[src/common/assm_pkg.sv]
// Constants and types shared by the audio serial slot mapper.
// Assumes a single 50 MHz core clock and an Avalon-MM register master.
`default_nettype none

package assm_pkg;

  // ****************************************************************
  // Widths
  // ****************************************************************
  localparam int ADDR_W = 8;
  localparam int DATA_W = 32;
  localparam int NUM_CH = 3;
  localparam int SAMPLE_W = 32;
  localparam int CNT_W = 11;
  localparam int OFFSET_W = 5;
  localparam int CFG_W = 7;

  // ****************************************************************
  // Register indices (byte address is four times the index)
  // ****************************************************************
  localparam logic [5:0] IDX_CHAN_ONE = 6'h0b;
  localparam logic [5:0] IDX_CHAN_TWO = 6'h0c;
  localparam logic [5:0] IDX_CHAN_THREE = 6'h0d;
  localparam logic [5:0] IDX_FRAME_CFG = 6'h20;
  localparam logic [5:0] IDX_STATUS = 6'h21;

  // ****************************************************************
  // Field positions
  // ****************************************************************
  localparam int LINE_SEL_BIT = 6;
  localparam int SLOT_MSB = 5;
  localparam int OFFSET_LSB = 0;
  localparam int FILL_BIT = 5;
  localparam int FMT_LSB = 6;
  localparam int STAT_RUN_BIT = 7;
  localparam int STAT_RIGHT_BIT = 6;

  // ****************************************************************
  // Reset values
  // ****************************************************************
  localparam logic [CFG_W-1:0] CHAN_ONE_RESET = 7'h00;
  localparam logic [CFG_W-1:0] CHAN_TWO_RESET = 7'h01;
  localparam logic [CFG_W-1:0] CHAN_THREE_RESET = 7'h02;
  localparam logic [7:0] FRAME_CFG_RESET = 8'h00;

  typedef enum logic [1:0] {
    ASSM_FMT_TDM = 2'h0,
    ASSM_FMT_I2S = 2'h1,
    ASSM_FMT_LEFT_JUSTIFIED = 2'h2
  } assm_fmt_t;

  typedef enum logic [1:0] {
    ASSM_SER_IDLE = 2'h0,
    ASSM_SER_RUN = 2'h1
  } assm_ser_t;

endpackage

`default_nettype wire

[src/core/assm_pin_sync.sv]
// Two-stage synchroniser for the bit clock and frame sync pins.
// Assumes both pins come from the far end, unrelated to the core clock.
`timescale 1ns/1ps
`default_nettype none

module assm_pin_sync (
  input wire logic clk,
  input wire logic rst,
  input wire logic bit_clock_pin,
  input wire logic frame_sync_pin,
  output logic bit_clock_fall,
  output logic frame_sync_level
);

  typedef struct packed {
    logic [1:0] stage_one;
    logic [1:0] stage_two;
    logic bclk_prev;
  } assm_sync_state_t;

  assm_sync_state_t q;
  assm_sync_state_t d;

  always_comb begin
    d = q;
    d.stage_one = {frame_sync_pin, bit_clock_pin};
    d.stage_two = q.stage_one;
    d.bclk_prev = q.stage_two[0];
  end

  always_ff @(posedge clk) begin
    if (rst) begin
      q <= '0;
    end else begin
      q <= d;
    end
  end

  // Both pins see the same latency so frame sync stays aligned to edges
  assign bit_clock_fall = q.bclk_prev & ~q.stage_two[0];
  assign frame_sync_level = q.stage_two[1];

endmodule

`default_nettype wire

[src/core/assm_slot_mapper.sv]
// Slot and output-line mapper for three audio serial transmit channels.
// Assumes an Avalon-MM master on the core clock and a far-end bit clock
// and frame sync that are sampled through a two-stage synchroniser.
//
// Overview of operation
// - Bit 6 picks primary or secondary line
// - Slot values 0-31: TDM or left slot
// - Slot values 32-63: TDM or right slot
// - Channel one slot resets to zero
// - Channel two slot resets to one
// - Channel three slot resets to two
// - Channel one, two line select reset zero
// - Unused cycles send zero or high impedance
// - Slot zero MSB offset on both lines
//
// The Avalon-MM slave port was decided locally.
`timescale 1ns/1ps
`default_nettype none

module assm_slot_mapper (
  input wire logic CORE_CLK,
  input wire logic RST,
  input wire logic [assm_pkg::ADDR_W-1:0] AVS_ADDRESS,
  input wire logic AVS_READ,
  input wire logic AVS_WRITE,
  input wire logic [assm_pkg::DATA_W-1:0] AVS_WRITEDATA,
  input wire logic [3:0] AVS_BYTEENABLE,
  output logic [assm_pkg::DATA_W-1:0] AVS_READDATA,
  output logic AVS_WAITREQUEST,
  input wire logic BIT_CLOCK_IN,
  input wire logic FRAME_SYNC_IN,
  input wire logic [assm_pkg::SAMPLE_W-1:0] SAMPLE_CHAN_ONE,
  input wire logic [assm_pkg::SAMPLE_W-1:0] SAMPLE_CHAN_TWO,
  input wire logic [assm_pkg::SAMPLE_W-1:0] SAMPLE_CHAN_THREE,
  output logic FRAME_START,
  output logic PRIMARY_SERIAL_OUTPUT_OUT,
  output logic PRIMARY_SERIAL_OUTPUT_OE,
  output logic SECONDARY_OUTPUT_PIN_A_OUT,
  output logic SECONDARY_OUTPUT_PIN_A_OE,
  output logic SECONDARY_OUTPUT_PIN_B_OUT,
  output logic SECONDARY_OUTPUT_PIN_B_OE
);

  // ****************************************************************
  // State
  // ****************************************************************
  typedef struct packed {
    logic waitreq;
    logic [assm_pkg::DATA_W-1:0] rdata;
    logic [assm_pkg::NUM_CH-1:0][assm_pkg::CFG_W-1:0] cfg;
    logic [7:0] frame_cfg;
    logic [assm_pkg::NUM_CH-1:0][assm_pkg::SAMPLE_W-1:0] hold;
    assm_pkg::assm_ser_t ser;
    logic [assm_pkg::CNT_W-1:0] cnt;
    logic right;
    logic fs_prev;
    logic [5:0] cur_field;
    logic frame_start;
    logic pri_out;
    logic pri_oe;
    logic sec_out;
    logic sec_oe;
  } assm_core_state_t;

  assm_core_state_t q;
  assm_core_state_t d;

  logic bclk_fall;
  logic fsync;

  assm_pin_sync u_sync (
    .clk(CORE_CLK),
    .rst(RST),
    .bit_clock_pin(BIT_CLOCK_IN),
    .frame_sync_pin(FRAME_SYNC_IN),
    .bit_clock_fall(bclk_fall),
    .frame_sync_level(fsync)
  );

  // ****************************************************************
  // Helpers
  // ****************************************************************
  function automatic logic [7:0] reg_byte(
    input logic [5:0] idx,
    input assm_core_state_t s
  );
    logic [7:0] v;
    v = 8'h00;
    case (idx)
      assm_pkg::IDX_CHAN_ONE: v = {1'b0, s.cfg[0]};
      assm_pkg::IDX_CHAN_TWO: v = {1'b0, s.cfg[1]};
      assm_pkg::IDX_CHAN_THREE: v = {1'b0, s.cfg[2]};
      assm_pkg::IDX_FRAME_CFG: v = s.frame_cfg;
      assm_pkg::IDX_STATUS: begin
        v[assm_pkg::STAT_RUN_BIT] = (s.ser == assm_pkg::ASSM_SER_RUN);
        v[assm_pkg::STAT_RIGHT_BIT] = s.right;
        v[assm_pkg::SLOT_MSB:0] = s.cur_field;
      end
      default: v = 8'h00;
    endcase
    return v;
  endfunction

  function automatic logic slot_hit(
    input logic [assm_pkg::CFG_W-1:0] cfg,
    input logic [5:0] field
  );
    return cfg[assm_pkg::SLOT_MSB:0] == field;
  endfunction

  // ****************************************************************
  // Next state
  // ****************************************************************
  logic [5:0] idx;
  logic aligned;
  logic [1:0] fmt;
  logic [assm_pkg::OFFSET_W-1:0] offset;
  logic fill_hiz;
  logic fs_rise;
  logic fs_fall;
  logic start_left;
  logic start_right;
  logic half_start;
  logic dly;
  logic right_now;
  logic [assm_pkg::CNT_W-1:0] praw;
  logic [assm_pkg::CNT_W-1:0] lead;
  logic [assm_pkg::CNT_W-1:0] pos;
  logic pos_valid;
  logic [5:0] field;
  logic hit_p;
  logic hit_s;
  logic bit_p;
  logic bit_s;
  logic bit_c;
  logic [assm_pkg::NUM_CH-1:0][assm_pkg::SAMPLE_W-1:0] samples;

  always_comb begin
    d = q;
    d.frame_start = 1'b0;
    idx = AVS_ADDRESS[7:2];
    aligned = (AVS_ADDRESS[1:0] == 2'h0);
    samples = {SAMPLE_CHAN_THREE, SAMPLE_CHAN_TWO, SAMPLE_CHAN_ONE};

    // Avalon slave: one wait cycle, then answer for exactly one cycle
    if ((AVS_READ || AVS_WRITE) && q.waitreq) begin
      d.waitreq = 1'b0;
      if (AVS_READ) begin
        d.rdata = aligned ? {24'h000000, reg_byte(idx, q)} : 32'h00000000;
      end
    end else if (!q.waitreq) begin
      d.waitreq = 1'b1;
      if (AVS_WRITE && AVS_BYTEENABLE[0] && aligned) begin
        case (idx)
          assm_pkg::IDX_CHAN_ONE: d.cfg[0] = AVS_WRITEDATA[6:0];
          assm_pkg::IDX_CHAN_TWO: d.cfg[1] = AVS_WRITEDATA[6:0];
          assm_pkg::IDX_CHAN_THREE: d.cfg[2] = AVS_WRITEDATA[6:0];
          assm_pkg::IDX_FRAME_CFG: d.frame_cfg = AVS_WRITEDATA[7:0];
          default: d.frame_cfg = q.frame_cfg;
        endcase
      end
    end

    // Frame decode, evaluated at each bit clock falling edge
    fmt = q.frame_cfg[assm_pkg::FMT_LSB +: 2];
    offset = q.frame_cfg[assm_pkg::OFFSET_LSB +: assm_pkg::OFFSET_W];
    fill_hiz = q.frame_cfg[assm_pkg::FILL_BIT];
    fs_rise = fsync & ~q.fs_prev;
    fs_fall = ~fsync & q.fs_prev;
    case (fmt)
      assm_pkg::ASSM_FMT_I2S: begin
        start_left = fs_fall;
        start_right = fs_rise;
        dly = 1'b1;
      end
      assm_pkg::ASSM_FMT_LEFT_JUSTIFIED: begin
        start_left = fs_rise;
        start_right = fs_fall;
        dly = 1'b0;
      end
      default: begin
        start_left = fs_rise;
        start_right = 1'b0;
        dly = 1'b0;
      end
    endcase
    half_start = start_left | start_right;
    right_now = half_start ? start_right : q.right;
    // Counter saturates so a missing frame sync cannot wrap into slot 0
    if (half_start) begin
      praw = '0;
    end else if (q.cnt == {assm_pkg::CNT_W{1'b1}}) begin
      praw = q.cnt;
    end else begin
      praw = q.cnt + 11'h001;
    end
    lead = {5'h00, 1'b0, offset} + {10'h000, dly};
    pos = praw - lead;
    pos_valid = (praw >= lead);
    if (fmt == assm_pkg::ASSM_FMT_I2S ||
        fmt == assm_pkg::ASSM_FMT_LEFT_JUSTIFIED) begin
      field = {right_now, pos[9:5]};
      pos_valid = pos_valid & ~pos[10];
    end else begin
      field = pos[10:5];
    end
    if (q.ser != assm_pkg::ASSM_SER_RUN && !half_start) begin
      pos_valid = 1'b0;
    end

    // Lowest channel wins when two claim the same slot and line
    hit_p = 1'b0;
    hit_s = 1'b0;
    bit_p = 1'b0;
    bit_s = 1'b0;
    for (int c = assm_pkg::NUM_CH - 1; c >= 0; c--) begin
      bit_c = start_left ? samples[c][~pos[4:0]] : q.hold[c][~pos[4:0]];
      if (pos_valid && slot_hit(q.cfg[c], field)) begin
        if (q.cfg[c][assm_pkg::LINE_SEL_BIT]) begin
          hit_s = 1'b1;
          bit_s = bit_c;
        end else begin
          hit_p = 1'b1;
          bit_p = bit_c;
        end
      end
    end

    if (bclk_fall) begin
      d.fs_prev = fsync;
      d.cnt = praw;
      d.right = right_now;
      d.cur_field = pos_valid ? field : 6'h00;
      if (half_start) begin
        d.ser = assm_pkg::ASSM_SER_RUN;
      end
      if (start_left) begin
        d.hold = samples;
        d.frame_start = 1'b1;
      end
      d.pri_out = hit_p & bit_p;
      d.pri_oe = hit_p | ~fill_hiz;
      d.sec_out = hit_s & bit_s;
      d.sec_oe = hit_s | ~fill_hiz;
    end
  end

  // ****************************************************************
  // Registers
  // ****************************************************************
  always_ff @(posedge CORE_CLK) begin
    if (RST) begin
      q <= '0;
      q.waitreq <= 1'b1;
      q.cfg[0] <= assm_pkg::CHAN_ONE_RESET;
      q.cfg[1] <= assm_pkg::CHAN_TWO_RESET;
      q.cfg[2] <= assm_pkg::CHAN_THREE_RESET;
      q.frame_cfg <= assm_pkg::FRAME_CFG_RESET;
      q.ser <= assm_pkg::ASSM_SER_IDLE;
    end else begin
      q <= d;
    end
  end

  assign AVS_READDATA = q.rdata;
  assign AVS_WAITREQUEST = q.waitreq;
  assign FRAME_START = q.frame_start;
  assign PRIMARY_SERIAL_OUTPUT_OUT = q.pri_out;
  assign PRIMARY_SERIAL_OUTPUT_OE = q.pri_oe;
  // Both secondary pins carry the same line; pin muxing lives elsewhere
  assign SECONDARY_OUTPUT_PIN_A_OUT = q.sec_out;
  assign SECONDARY_OUTPUT_PIN_A_OE = q.sec_oe;
  assign SECONDARY_OUTPUT_PIN_B_OUT = q.sec_out;
  assign SECONDARY_OUTPUT_PIN_B_OE = q.sec_oe;

endmodule

`default_nettype wire

[config.mk]
export PLATFORM = sky130hd
export DESIGN_NAME = assm_slot_mapper
export DESIGN_NICKNAME = d
export VERILOG_FILES = /design/src/common/assm_pkg.sv /design/src/core/assm_pin_sync.sv /design/src/core/assm_slot_mapper.sv
export SDC_FILE = /design/constraint.sdc
export NUM_CORES = 1
export LEC_CHECK = 0
export BUFFER_PORTS_ARGS = -buffer_cell sky130_fd_sc_hd__buf_2
export CAP_MARGIN = 20
export CORE_MARGIN = 5
export CORE_UTILIZATION = 50
export DETAILED_ROUTE_END_ITERATION = 8
export PLACE_DENSITY = 0.81
export SLEW_MARGIN = 20
export SYNTH_ARGS = -nofsm -noshare
export SYNTH_HDL_FRONTEND = slang
export SYNTH_HIERARCHICAL = 1
export SYNTH_SLANG_ARGS = --single-unit
[constraint.sdc]
create_clock -name CORE_CLK -period 4.9 [get_ports CORE_CLK]
set_clock_uncertainty 0.2 [all_clocks]
set_input_delay 1.225 -clock CORE_CLK [delete_from_list [all_inputs] [get_ports CORE_CLK]]
set_output_delay 1.225 -clock CORE_CLK [all_outputs]
set_load 0.05 [all_outputs]
## After elaboration in Yosys (flattened, before gate mapping)

Cells that the tools add are included.

| word-level totals | value |
|---|---|
| logic and storage cells | 129 |
| input bits | 146 |
| register bits | 188 |

| cells by class | value |
|---|---|
| reduce and logical (&&, ||, !) cells | 19 |
| $add $sub $neg | 3 |
| equal/unequal tests | 11 |
| bitwise operators | 19 |
| multiplexer cells | 53 |
| order comparisons | 2 |

Operators with widths:

| cell | number |
|---|---|
| $mux 1 | 40 |
| $pmux 8 s5 | 1 |
| $bmux 1 s5 | 6 |
| $mux 11 | 2 |
| $eq 6x4->1 const B | 3 |
| $eq 6x6->1 | 3 |
| $reduce_and 4->1 | 4 |
| $eq 6x6->1 const B | 2 |
| $mux 6 | 2 |
| $add 11x1->11 const B | 1 |
| $eq 11x11->1 const B | 1 |
| $ge 11x6->1 | 1 |
| $sub 11x6->11 | 1 |
| $not 1->1 | 9 |
| $mux 8 | 1 |
| $logic_and 1x1->1 | 7 |
| $add 5x1->6 | 1 |
| $and 1x1->1 | 6 |
| $lt 5x6->1 const B | 1 |
| $reduce_and 2->1 | 3 |
| $not 5->5 | 1 |
| $or 1x1->1 | 3 |
| $eq 2x1->1 const B | 1 |
| $eq 2x2->1 const B | 1 |
| other kinds (5) | 6 |

## Longest topological paths before layout

Gate-level depths: netlist of the first run.

| logic depth | value |
|---|---|
| depth in word-level cells | 17 |
| mapped depth | 22 |
| mapped depth without buffers | 19 |

## By module

Netlist of the first run, hierarchy kept.

By module, submodules not included:

| module | instances | cells an instance | seq. area each (sq um) | area an instance (sq um) |
|---|---|---|---|---|
| assm_slot_mapper | 1 | 1027 | 3183.1 | 8934.8 |
| assm_pin_sync | 1 | 11 | 100.1 | 140.1 |

## Worst setup path after synthesis of the first run

Ideal clock, no wire load.

| path | value |
|---|---|
| path kind | reg-to-reg |
| from | register q[13] (netlist name) |
| to | register q (netlist bit PRIMARY_SERIAL_OUTPUT_OUT) |
| slack | 0.095 ns |
| cell stages (with the launch flop) | 19 |
| required time | 4.559 ns |
| period minus slack after synthesis | 4.805 ns |
| buffers on the path | 4 |
| data arrival time | 4.464 ns |
| path through | dfxtp_1 > ha_1 > and2_4 > buf_6 > and3_4 > or2b_1 > clkbuf_1 > xor2_1 > nand2_1 > ha_1 > fa_1 > clkbuf_1 > clkbuf_1 > mux4_2 > mux4_2 > a211oi_1 > a21oi_1 > o41ai_1 > o32ai_1 |

| on the way | value |
|---|---|
| word-level cells in the longest chain between the ends | 15 |
| elaborated cells between the ends (all ways) | 45 |
| those cells by class | 2 x add/sub; 1 x order compare; 4 x eq/ne; 31 x mux; 4 x bitwise; 3 x reduce/logical |

RTL lines:

| element | RTL line | RTL |
|---|---|---|
| start, declared | assm_slot_mapper.sv:65 | `assm_core_state_t q;` |
| $add 11x1->11 or $eq 11x11->1 (tied branches) | assm_slot_mapper.sv:195, assm_slot_mapper.sv:192 |  |
| $mux 11 * | assm_slot_mapper.sv:192 | `end else if (q.cnt == {assm_pkg::CNT_W{1'b1}}) begin` |
| $mux 11 * | assm_slot_mapper.sv:190 | `if (half_start) begin` |
| $sub 11x6->11 | assm_slot_mapper.sv:198 | `pos = praw - lead;` |
| $not 5->5 or $not 1->1 (tied branches) | assm_slot_mapper.sv:217, assm_slot_mapper.sv:203 |  |
| $bmux 1 s5 or $and 1x1->1 (tied branches) | assm_slot_mapper.sv:217, assm_slot_mapper.sv:203 |  |
| $mux 1, on equally long branches | assm_slot_mapper.sv:217, assm_slot_mapper.sv:200 |  |
| $mux 1, on equally long branches | assm_slot_mapper.sv:217, assm_slot_mapper.sv:207 |  |
| $mux 1 or $logic_and 1x1->1 (tied branches) | assm_slot_mapper.sv:219, assm_slot_mapper.sv:218 |  |
| $mux 1 | assm_slot_mapper.sv:218 | `if (pos_valid && slot_hit(q.cfg[c], field)) begin` |
| $mux 1 | assm_slot_mapper.sv:219 | `if (q.cfg[c][assm_pkg::LINE_SEL_BIT]) begin` |
| $mux 1 | assm_slot_mapper.sv:218 |  |
| $mux 1 | assm_slot_mapper.sv:219 |  |
| $mux 1 | assm_slot_mapper.sv:218 |  |
| $and 1x1->1 * | assm_slot_mapper.sv:241 | `d.pri_out = hit_p & bit_p;` |

Mark *: on every way between the ends. The rest lies on a longest branch, timed or not. The select of a mux whose other input is x is not followed.
A chain may end at the register's enable or synchronous reset.

## Final worst setup path of the first run

| path | value |
|---|---|
| from | register q[14] (netlist name) |
| to | register q (netlist bit PRIMARY_SERIAL_OUTPUT_OUT) |

Same word-level chain as after synthesis.

==> metrics.md, run 1 <==
| Metric | Value |
|---|---|
| Status | complete, no violations |
| First-pass GRT wire length | 36230 um |
| Post-Route WL | 22720 um |
| Number of global-route vias before repair | 7534 |
| Clk sinks | 164 |
| Post-synthesis cell type count | 80 |
| Iter 0 DRT Violations | 559 |
| Synth Cell Area | 9075 sq um |
| Diodes inserted | 0 |
| Die ar. | 20940 sq um |
| Sequential fraction of the synthesis area | 36.18% |
| Fin crit period | 4678 ps |
| Die height | 144.7 um |
| Nets | 1292 |
| TritonRoute pass-1 iters | 5 |
| CTS tree | yes |
| DP Area | 9829 sq um |
| Final period util | 95.46% |
| Synth top cells by count | 251 x nand2_1, 164 x dfxtp_1, 121 x a21oi_1 |
| Fraction of registers with async set/reset | 0% |
| Avg Synthesized Cell Area | 8.743 sq um |
| Floorplan die width | 144.7 um |
| Worst setup SP type | register |
| Starting Density | 50.69% |
| Cts bufs inserted | 17 |
| Dominant synthesized flop cell | dfxtp_1 |
| Worst min path class | register to register |
| Ranking of synthesized cells by area | dfxtp_1 36%, mux4_2 13%, nand2_1 10% |
| Clock Latency Late Sink | 430 ps |
| Via density | 5.699 |
| Tot GR Track Use | 21.49% |
| Grt total ovfl | 0 |
| Fin cells | 1376 |
| FP Rows | 49 |
| Data arrival time of the worst path | 4750 ps |
| Top cell type's share of synthesized area | 36.18% |
| Largest area contributor in the netlist | dfxtp_1 |
| WS Path Type | register to register |
| H-tree level count | 4 |
| Worst vdd ir | 0.2433 mV |
| Max Buffers Root-to-Sink | 2 |
| Reg clk slew, reported paths | 70 ps |
| EDFF count, synth | 0 |
| Setup crit end kind | register |
| Share of post-route cells with drive strength above 1 | 25.28% |
| Hold_buf cts | 0 |
| IO buf count | 134 |
| Core area | 17900 sq um |
| Routed wire per std cell | 16.51 um |
| Tightest Pin Transition | 961.2 ps |
| #FFs+latches synth | 164 |
| Hold Fails Final Rpt | 0 |
| Largest net degree at the start of global routing | 89 |
| GP Congestion | 0.8655 |
| Max_cap viols | 0 |
| Post-route design area | 10590 sq um |
| PwrDens | 283.6 nW/um^2 |
| Syn Inst Count | 1038 |
| Most frequent cell after synthesis | nand2_1 |
| Syn-to-layout area delta | 16.68% |
| DP Wirelength | 16080 um |
| Req. time, crit path | 4970 ps |
| Tot Pwr | 3.003 mW |
| Antenna-violating nets left | 0 |
| # DRC | 0 |
| Clock Tree Root | clkbuf_16 |
| Synth warn | 6 |
| Fillers | 1535 |
| Sum Neg Setup Slack | 0 ps |
| Number of setup violations in the final report | 0 |
| Initial antenna violation count | 0 |
| Worst Path Max Fanout | 10 |
| Max Fclk | 0.2138 GHz |
| Max Slew Vio Count | 0 |
| Slew Limit Headroom | 35.43% |
| Routed via count | 7842 |
| Leakage | 3.897 nW |
| Placed cells | 1342 |
| Io pins | 186 |
==> layout by cell type (no fill, tap or decap), types with 3 or more instances in the layout <==
cell       instances
buf_2            133
nor3_2             3
dfxtp_1          163
o21a_1             5
buf_12             4
mux4_2            52
inv_6              5
nor2_1            61
buf_4             20
a211oi_1          15
mux2i_1           40
nand2_1          249
inv_1             16
nor3_1             3
ha_1               9
o21ai_1            4
clkbuf_16         18
nand3_1           13
xor2_1            12
nor2b_1           11
or3_1              6
conb_1            24
and2_1            11
a221o_1            6
a21oi_1          119
xnor2_1           11
o21ai_0           12
a311oi_1           7
a22oi_1            8
and3_1             5
nand2b_1          12
a31oi_1            5
==> area by class of cell <==
type	instances	area (sq um)	area share [%]
clock buffers	18	439.2	4.147
repair buffers	158	920.9	8.697
flip-flops and latches	164	3284	31.02
well taps	229	286.5	2.706
inverters	16	60.06	0.5672
clock inverters	14	165.2	1.560
multi-input cells	777	5433	51.31
==> routing by layer <==
metal,routed length (um),track usage (%),vias up
li1,-,-,3777
met1,9490,28.06,3749
met2,11320,36.50,287
met3,1633,4.568,29
met4,277,5.498,0
met5,0,0,-
==> kinds of logic after synthesis <==
logic type               after synthesis  share of synthesized area (%)
buffers and inverters                120                          6.577
AO/OA/AOI/OAI                        218                          15.58
multiplexers                          93                          17.48
adder cells (fa/ha/maj)               12                          1.737
AND/OR/NAND/NOR                      402                          19.47
XOR/XNOR                              28                          2.937
other                                  1                        0.04132
flip-flops                           164                          36.18
==> sequential cells by signal (all words and copies together), names as in the netlist <==
signal / count
PRIMARY_SERIAL_OUTPUT_OE: 1
PRIMARY_SERIAL_OUTPUT_OUT: 1
offset: 5
u_sync/q: 1
SECONDARY_OUTPUT_PIN_A_OUT: 1
SECONDARY_OUTPUT_PIN_A_OE: 1
AVS_WAITREQUEST: 1
fmt: 2
AVS_READDATA: 8
u_sync/d: 3
FRAME_START: 1
u_sync/frame_sync_level: 1
fill_hiz: 1
q: 137
==> metrics by stage <==
step	setup slack, ps	hold slack (ps)	util (%)
2_1_floorplan	94.81	213.8	-
3_3_place_gp	175.6	231.6	54.91
3_5_place_dp	80.98	230.1	54.91
4_1_cts	54.79	250.2	58.28
5_1_grt	-12.27	268.1	59.15
6_report	222.4	240.9	59.15
==> timing repair <==
item,in CTS,in global routing
endpoints found under the setup margin,0,4
resized for setup,0,26
setup buffers,0,1
==> worst max-delay path: stages, from the launching register on <==
cell and delay (ps):
dfxtp_1 380, ha_2 210, and2_4 200, and3_4 220, or2b_4 310, xor2_2 150, nand2_1 110, ha_4 180
fa_2 620, buf_4 220, mux4_2 330, mux4_2 470, nor2b_1 140, a211oi_1 220, a21oi_1 150, o41ai_2 280
o32ai_1 130
==> power by group <==
part	total, mW	switching [mW]	internal, mW
Combinational	0.290	0.173	0.117
Clock	1.37	0.592	0.779
Sequential	1.34	0.00362	1.34
==> final timing paths <==
path                            cells after the start  slack [ps]                         to        start
worst max-delay path                               16         220  PRIMARY_SERIAL_OUTPUT_OUT        q[14]
worst min-delay path                                1         240                u_sync/d[0]  u_sync/d[1]
worst max register to register                     16         220  PRIMARY_SERIAL_OUTPUT_OUT        q[14]
worst min register to register                      1         240                u_sync/d[0]  u_sync/d[1]
Note: power is estimated with default switching activity, not from simulation.
==> run 2, diff against run 1 <==
Settings changed: PLACE_DENSITY 0.81 to unset, PLACE_DENSITY_LB_ADDON set to 0.05.
==> run 2 against run 1 <==
Compared with the run above:
- maximum frequency shrank 0.75%
- design area grew 0.89%
- routed wire length grew 3.7%
- largest cell class unchanged
==> metrics.md, run 2 (synthesized netlist as in run 1, its figures left out) <==
| Metric | Value |
|---|---|
| Tightest Pin Transition | 1071 ps |
| Worst min path class | register to register |
| Fin crit period | 4713 ps |
| Slew Limit Headroom | 28.59% |
| Post-route design area | 10680 sq um |
| Leakage | 3.975 nW |
| Max_cap viols | 0 |
| FP Rows | 49 |
| Clk sinks | 164 |
| DP Wirelength | 16440 um |
| # DRC | 0 |
| Share of post-route cells with drive strength above 1 | 25.99% |
| DP Area | 9920 sq um |
| Antenna-violating nets left | 0 |
| Req. time, crit path | 4980 ps |
| IO buf count | 134 |
| Data arrival time of the worst path | 4790 ps |
| Number of setup violations in the final report | 0 |
| Post-Route WL | 23570 um |
| Most frequent cells in the layout | 249 x nand2_1, 162 x dfxtp_1, 133 x buf_2 |
| Tot GR Track Use | 22.51% |
| First-pass GRT wire length | 37490 um |
| Routed wire per std cell | 16.95 um |
| Hold Path Depth | 1 |
| Largest reg by FF count | q |
| WS Path Type | register to register |
| CP Launch Point | q[13] |
| Worst vdd ir | 0.2466 mV |
| Nets | 1307 |
| Commonest non-fill, non-tap cell in the layout | nand2_1 |
| CP max stage cell | fa_2 |
| Max incr delay on CP | 620 ps |
| GP Congestion | 0.8133 |
| Max Fclk | 0.2122 GHz |
| PwrDens | 282.1 nW/um^2 |
| Max Slew Vio Count | 0 |
| Max Buffers Root-to-Sink | 2 |
| Hold Fails Final Rpt | 0 |
| Status | complete, no violations |
| Grt total ovfl | 0 |
| Reg clk slew, reported paths | 70 ps |
| Via density | 5.564 |
| Largest net degree at the start of global routing | 99 |
| Sum Neg Setup Slack | 0 ps |
| Worst setup SP type | register |
| Number of global-route vias before repair | 7475 |
| Io pins | 186 |
| Fin util | 59.67% |
| Hold_buf cts | 0 |
| Floorplan die width | 144.7 um |
| Cts bufs inserted | 17 |
| Worst Path Max Fanout | 16 |
| TritonRoute pass-1 iters | 5 |
| WHS | 246.9 ps |
| Diodes inserted | 0 |
| H-tree level count | 4 |
| Setup crit end kind | register |
| Initial antenna violation count | 2 |
| Critical R2R Capture | PRIMARY_SERIAL_OUTPUT_OUT |
| Reg2Reg Launch Point | q[13] |
| Routed via count | 7740 |
| Min-Delay Endpoint | u_sync/d[0] |
| Clock Latency Late Sink | 430 ps |
| Final period util | 96.18% |
| Syn-to-layout area delta | 17.72% |
| Worst R2R Setup Slack | 190 ps |
| CP Cell Sequence | ha_2, and2_4, and3_4, or2b_4, xor2_2, nand2_2, ha_4, fa_2, buf_12, mux4_2, and2_1, a211oi_1, a31oi_1, a211oi_1, nor2_1, and4b_1, a311oi_2, o32ai_1 |
| Core area | 17900 sq um |
| Tot Pwr | 3.014 mW |
| Starting Density | 50.69% |
| Die ar. | 20940 sq um |
| Iter 0 DRT Violations | 469 |
| Crit path top cell by count | a211oi_1 |
| Family with the most delay on the worst path | simple AND/OR/NAND/NOR gates |
| Clock Tree Root | clkbuf_16 |
| Max FFs per register | 137 |
| Die height | 144.7 um |
| Reg2reg path depth | 18 |
| Min-Delay Startpoint | u_sync/d[1] |
| CTS tree | yes |
| WP buf/inv | 1 |
## run 2: cell types whose count changed in the layout (fill, tap and decap cells not counted), sizes merged
cell,previous run,this run
clkinv,4,1
buf,157,172
clkinvlp,2,5
## run 2: routing by layer
metal	part of all wire, %	track usage (%)
met1	45	30.43
met2	49	36.75
met3	5.1	5.159
met4	1.4	5.744
met5	0.14	0
## run 2: worst register-to-register path, stage by stage (launching register included)
cell and delay (ps):
dfxtp_4 370, ha_2 200, and2_4 190, and3_4 210
or2b_4 310, xor2_2 180, nand2_2 100, ha_4 180
fa_2 620, buf_12 180, mux4_2 340, and2_1 170
a211oi_1 280, a31oi_1 80, a211oi_1 240, nor2_1 100
and4b_1 200, a311oi_2 280, o32ai_1 130
## run 2: final cells by class
class                   count  area [sq um]
clock buffers              18         439.2
clock inverters            14         166.4
fillers                  1643          7219
inverters                  16         60.06
multi-input cells         777          5418
flip-flops and latches    164          3288
well taps                 229         286.5
repair buffers            173          1025
## run 2: through the flow
stage                     worst slack [ps]  cells
after floorplan                      94.81   1061
after detailed placement             45.19   1355
final                                187.2   1391
after global routing                -6.827   1391
after CTS                            11.96   1387
after global placement               69.22   1355
## run 2: where the power goes
| part | switching [mW] | leakage, nW | internal [mW] |
|---|---|---|---|
| sequential | 0.00351 | 1.32 | 1.34 |
| clock | 0.598 | 0.282 | 0.780 |
| combinational | 0.175 | 2.37 | 0.119 |
## run 2: worst max-delay path by stage
stage	cells after the start	slack [ps]	end
2_1_floorplan	18	90	PRIMARY_SERIAL_OUTPUT_OUT
3_3_place_gp	19	70	PRIMARY_SERIAL_OUTPUT_OUT
3_5_place_dp	19	50	PRIMARY_SERIAL_OUTPUT_OUT
4_1_cts	18	10	PRIMARY_SERIAL_OUTPUT_OUT
5_1_grt	19	-7	PRIMARY_SERIAL_OUTPUT_OE
6_report	18	190	PRIMARY_SERIAL_OUTPUT_OUT
## run 2: timing repair
| item | CTS | global route |
|---|---|---|
| resized for setup | 2 | 23 |
| gates cloned | 0 | 1 |
| setup endpoints to repair | 1 | 4 |
| setup buffers | 0 | 3 |
| pin swaps | 0 | 4 |
==> run 3, diff against run 2 <==
Settings changed: BUFFER_PORTS_ARGS -buffer_cell sky130_fd_sc_hd__buf_2 to unset, CORE_UTILIZATION 50 to 58, DONT_BUFFER_PORTS set to 1.
==> run 3 against run 2 <==
Compared with the run above:
- combinational power down 34%
- design area down 7.3%
- global-route usage up 1.6 points
- die area down 13%
- setup slack worse by 29 ps
- final cell count down 11%
- count of clock-buffer cells in the layout up 1
- register-to-register slack worse by 30 ps
- first-iteration DRC count up 4.7%
- power down 2.0%
- highest routed layer is now met4
==> metrics.md, run 3 (synthesized netlist as in run 1, its figures left out) <==
| Metric | Value |
|---|---|
| Max FFs per register | 137 |
| Die height | 135.1 um |
| Worst Slack Setup Final | 158.3 ps |
| Max_cap viols | 0 |
| Routed wire per std cell | 17.76 um |
| PwrDens | 298.4 nW/um^2 |
| Largest net degree at the start of global routing | 164 |
| Worst min path class | register to register |
| Place WS | 101.8 ps |
| Reg clk slew, reported paths | 70 ps |
| Tightest Pin Transition | 1041 ps |
| Max Slew Vio Count | 0 |
| Setup crit end kind | register |
| Met2 WL | 10700 um |
| Commonest non-fill, non-tap cell in the layout | nand2_1 |
| Antenna-violating nets left | 0 |
| Diodes inserted | 0 |
| FP Rows | 45 |
| DR WL met3 | 1600 um |
| Core area | 15260 sq um |
| TritonRoute pass-1 iters | 5 |
| Die ar. | 18250 sq um |
| Tot GR Track Use | 24.10% |
| Reg area | 3283 sq um |
| CTS tree | yes |
| Initial antenna violation count | 0 |
| # DRC | 0 |
| Seq pwr share | 45.6% |
| Worst vdd ir | 0.2447 mV |
| Slew Limit Headroom | 30.57% |
| Syn-to-layout area delta | 9.100% |
| Leakage | 3.408 nW |
| Status | complete, no violations |
| Multi-input gate area | 5394 sq um |
| Floorplan die width | 135.1 um |
| WS Path Type | register to register |
| First-pass GRT wire length | 35360 um |
| RSZ-0062 raised after global routing | yes |
| Routed via count | 7126 |
| Most frequent cells in the layout | 250 x nand2_1, 164 x dfxtp_1, 119 x a21oi_1 |
| Post-Route WL | 21890 um |
| Int Pwr | 2.287 mW |
| Final period util | 96.77% |
| Fillers | 1319 |
| Combinational share of power | 6.5% |
| Clk sinks | 164 |
| Worst Path Max Fanout | 21 |
| Max Fclk | 0.2109 GHz |
| Cts bufs inserted | 17 |
| Hold Fails Final Rpt | 0 |
| WL met1 | 9215 um |
| GP Congestion | 0.8245 |
| Nets | 1168 |
| Sw frac | 22.58% |
| DP Wirelength | 15320 um |
| IO buf count | 0 |
| Number of setup violations in the final report | 0 |
| Max Buffers Root-to-Sink | 2 |
| Tot Pwr | 2.954 mW |
| H-tree level count | 4 |
| Io pins | 186 |
| Grt total ovfl | 0 |
| Fin cells | 1232 |
| Clock Tree Root | clkbuf_16 |
| Sw power | 0.6669 mW |
| Number of global-route vias before repair | 7018 |
| WHS | 248.1 ps |
| Req. time, crit path | 5000 ps |
| Fin crit period | 4742 ps |
| Via density | 5.784 |
| Largest reg by FF count | q |
| Starting Density | 59.48% |
| Share of post-route cells with drive strength above 1 | 14.99% |
| Hold_buf cts | 0 |
| Placed cells | 1201 |
| Sum Neg Setup Slack | 0 ps |
| Iter 0 DRT Violations | 491 |
| Data arrival time of the worst path | 4840 ps |
| Clock Latency Late Sink | 420 ps |
| Worst setup SP type | register |
| Clock share of power | 47.8% |
| Highest routed layer | met4 |
-- run 3: path summary, 6_finish.rpt --
path / slack [ps] / cells past startpoint / startpoint / end
max: 160 / 18 / q[14] / PRIMARY_SERIAL_OUTPUT_OUT
min: 250 / 1 / u_sync/d[1] / u_sync/d[0]
max reg2reg: 160 / 18 / q[14] / PRIMARY_SERIAL_OUTPUT_OUT
min reg2reg: 250 / 1 / u_sync/d[1] / u_sync/d[0]
-- run 3: routing by layer --
layer,global-route usage [%],up-vias
met3,8.346,25
met5,0,-
li1,-,3538
met4,6.775,0
met1,29.95,3384
met2,39.93,179
-- run 3: critical path, cell delays in order, from the launching register on --
cell      delay, ps
dfxtp_1         380
ha_1            210
and2_4          190
and3_4          210
or2b_4          310
mux2i_1         120
nor2_1          180
inv_1           110
fa_2            620
buf_12          190
mux4_2          310
and2_1          170
a211oi_1        300
a311oi_1        120
a211oi_1        240
nor2_1          100
and4b_1         180
a311oi_1        320
o32ai_1         140
-- run 3: power groups by stage --
stage	Sequential (mW)	Combinational [mW]	Clock, mW
final	1.35	0.193	1.41
after CTS	1.35	0.191	1.44
after global placement	1.38	0.189	0
after floorplan	1.38	0.188	0
after detailed placement	1.38	0.190	0
after global routing	1.35	0.207	1.51
-- run 3: final cells by class --
type | instances | area share, %
multi-input combinational | 777 | 54.48
sequential | 164 | 33.16
clock buffer | 19 | 4.474
timing repair buffer | 34 | 2.831
tap | 211 | 2.666
clock inverter | 11 | 1.782
inverter | 16 | 0.6066
-- run 3: repair_timing --
action,in CTS,in global routing
buffers inserted,0,1
resized for setup,0,15
endpoints found under the hold margin,0,0
endpoints found under the setup margin,0,4
-- run 3: metrics by stage --
stage / util (%) / cell area, sq um
floorplan: - / 9161
global placement: 60.27 / 9196
detailed placement: 60.27 / 9196
CTS: 64.33 / 9816
global route: 64.89 / 9901
finish: 64.89 / 9901
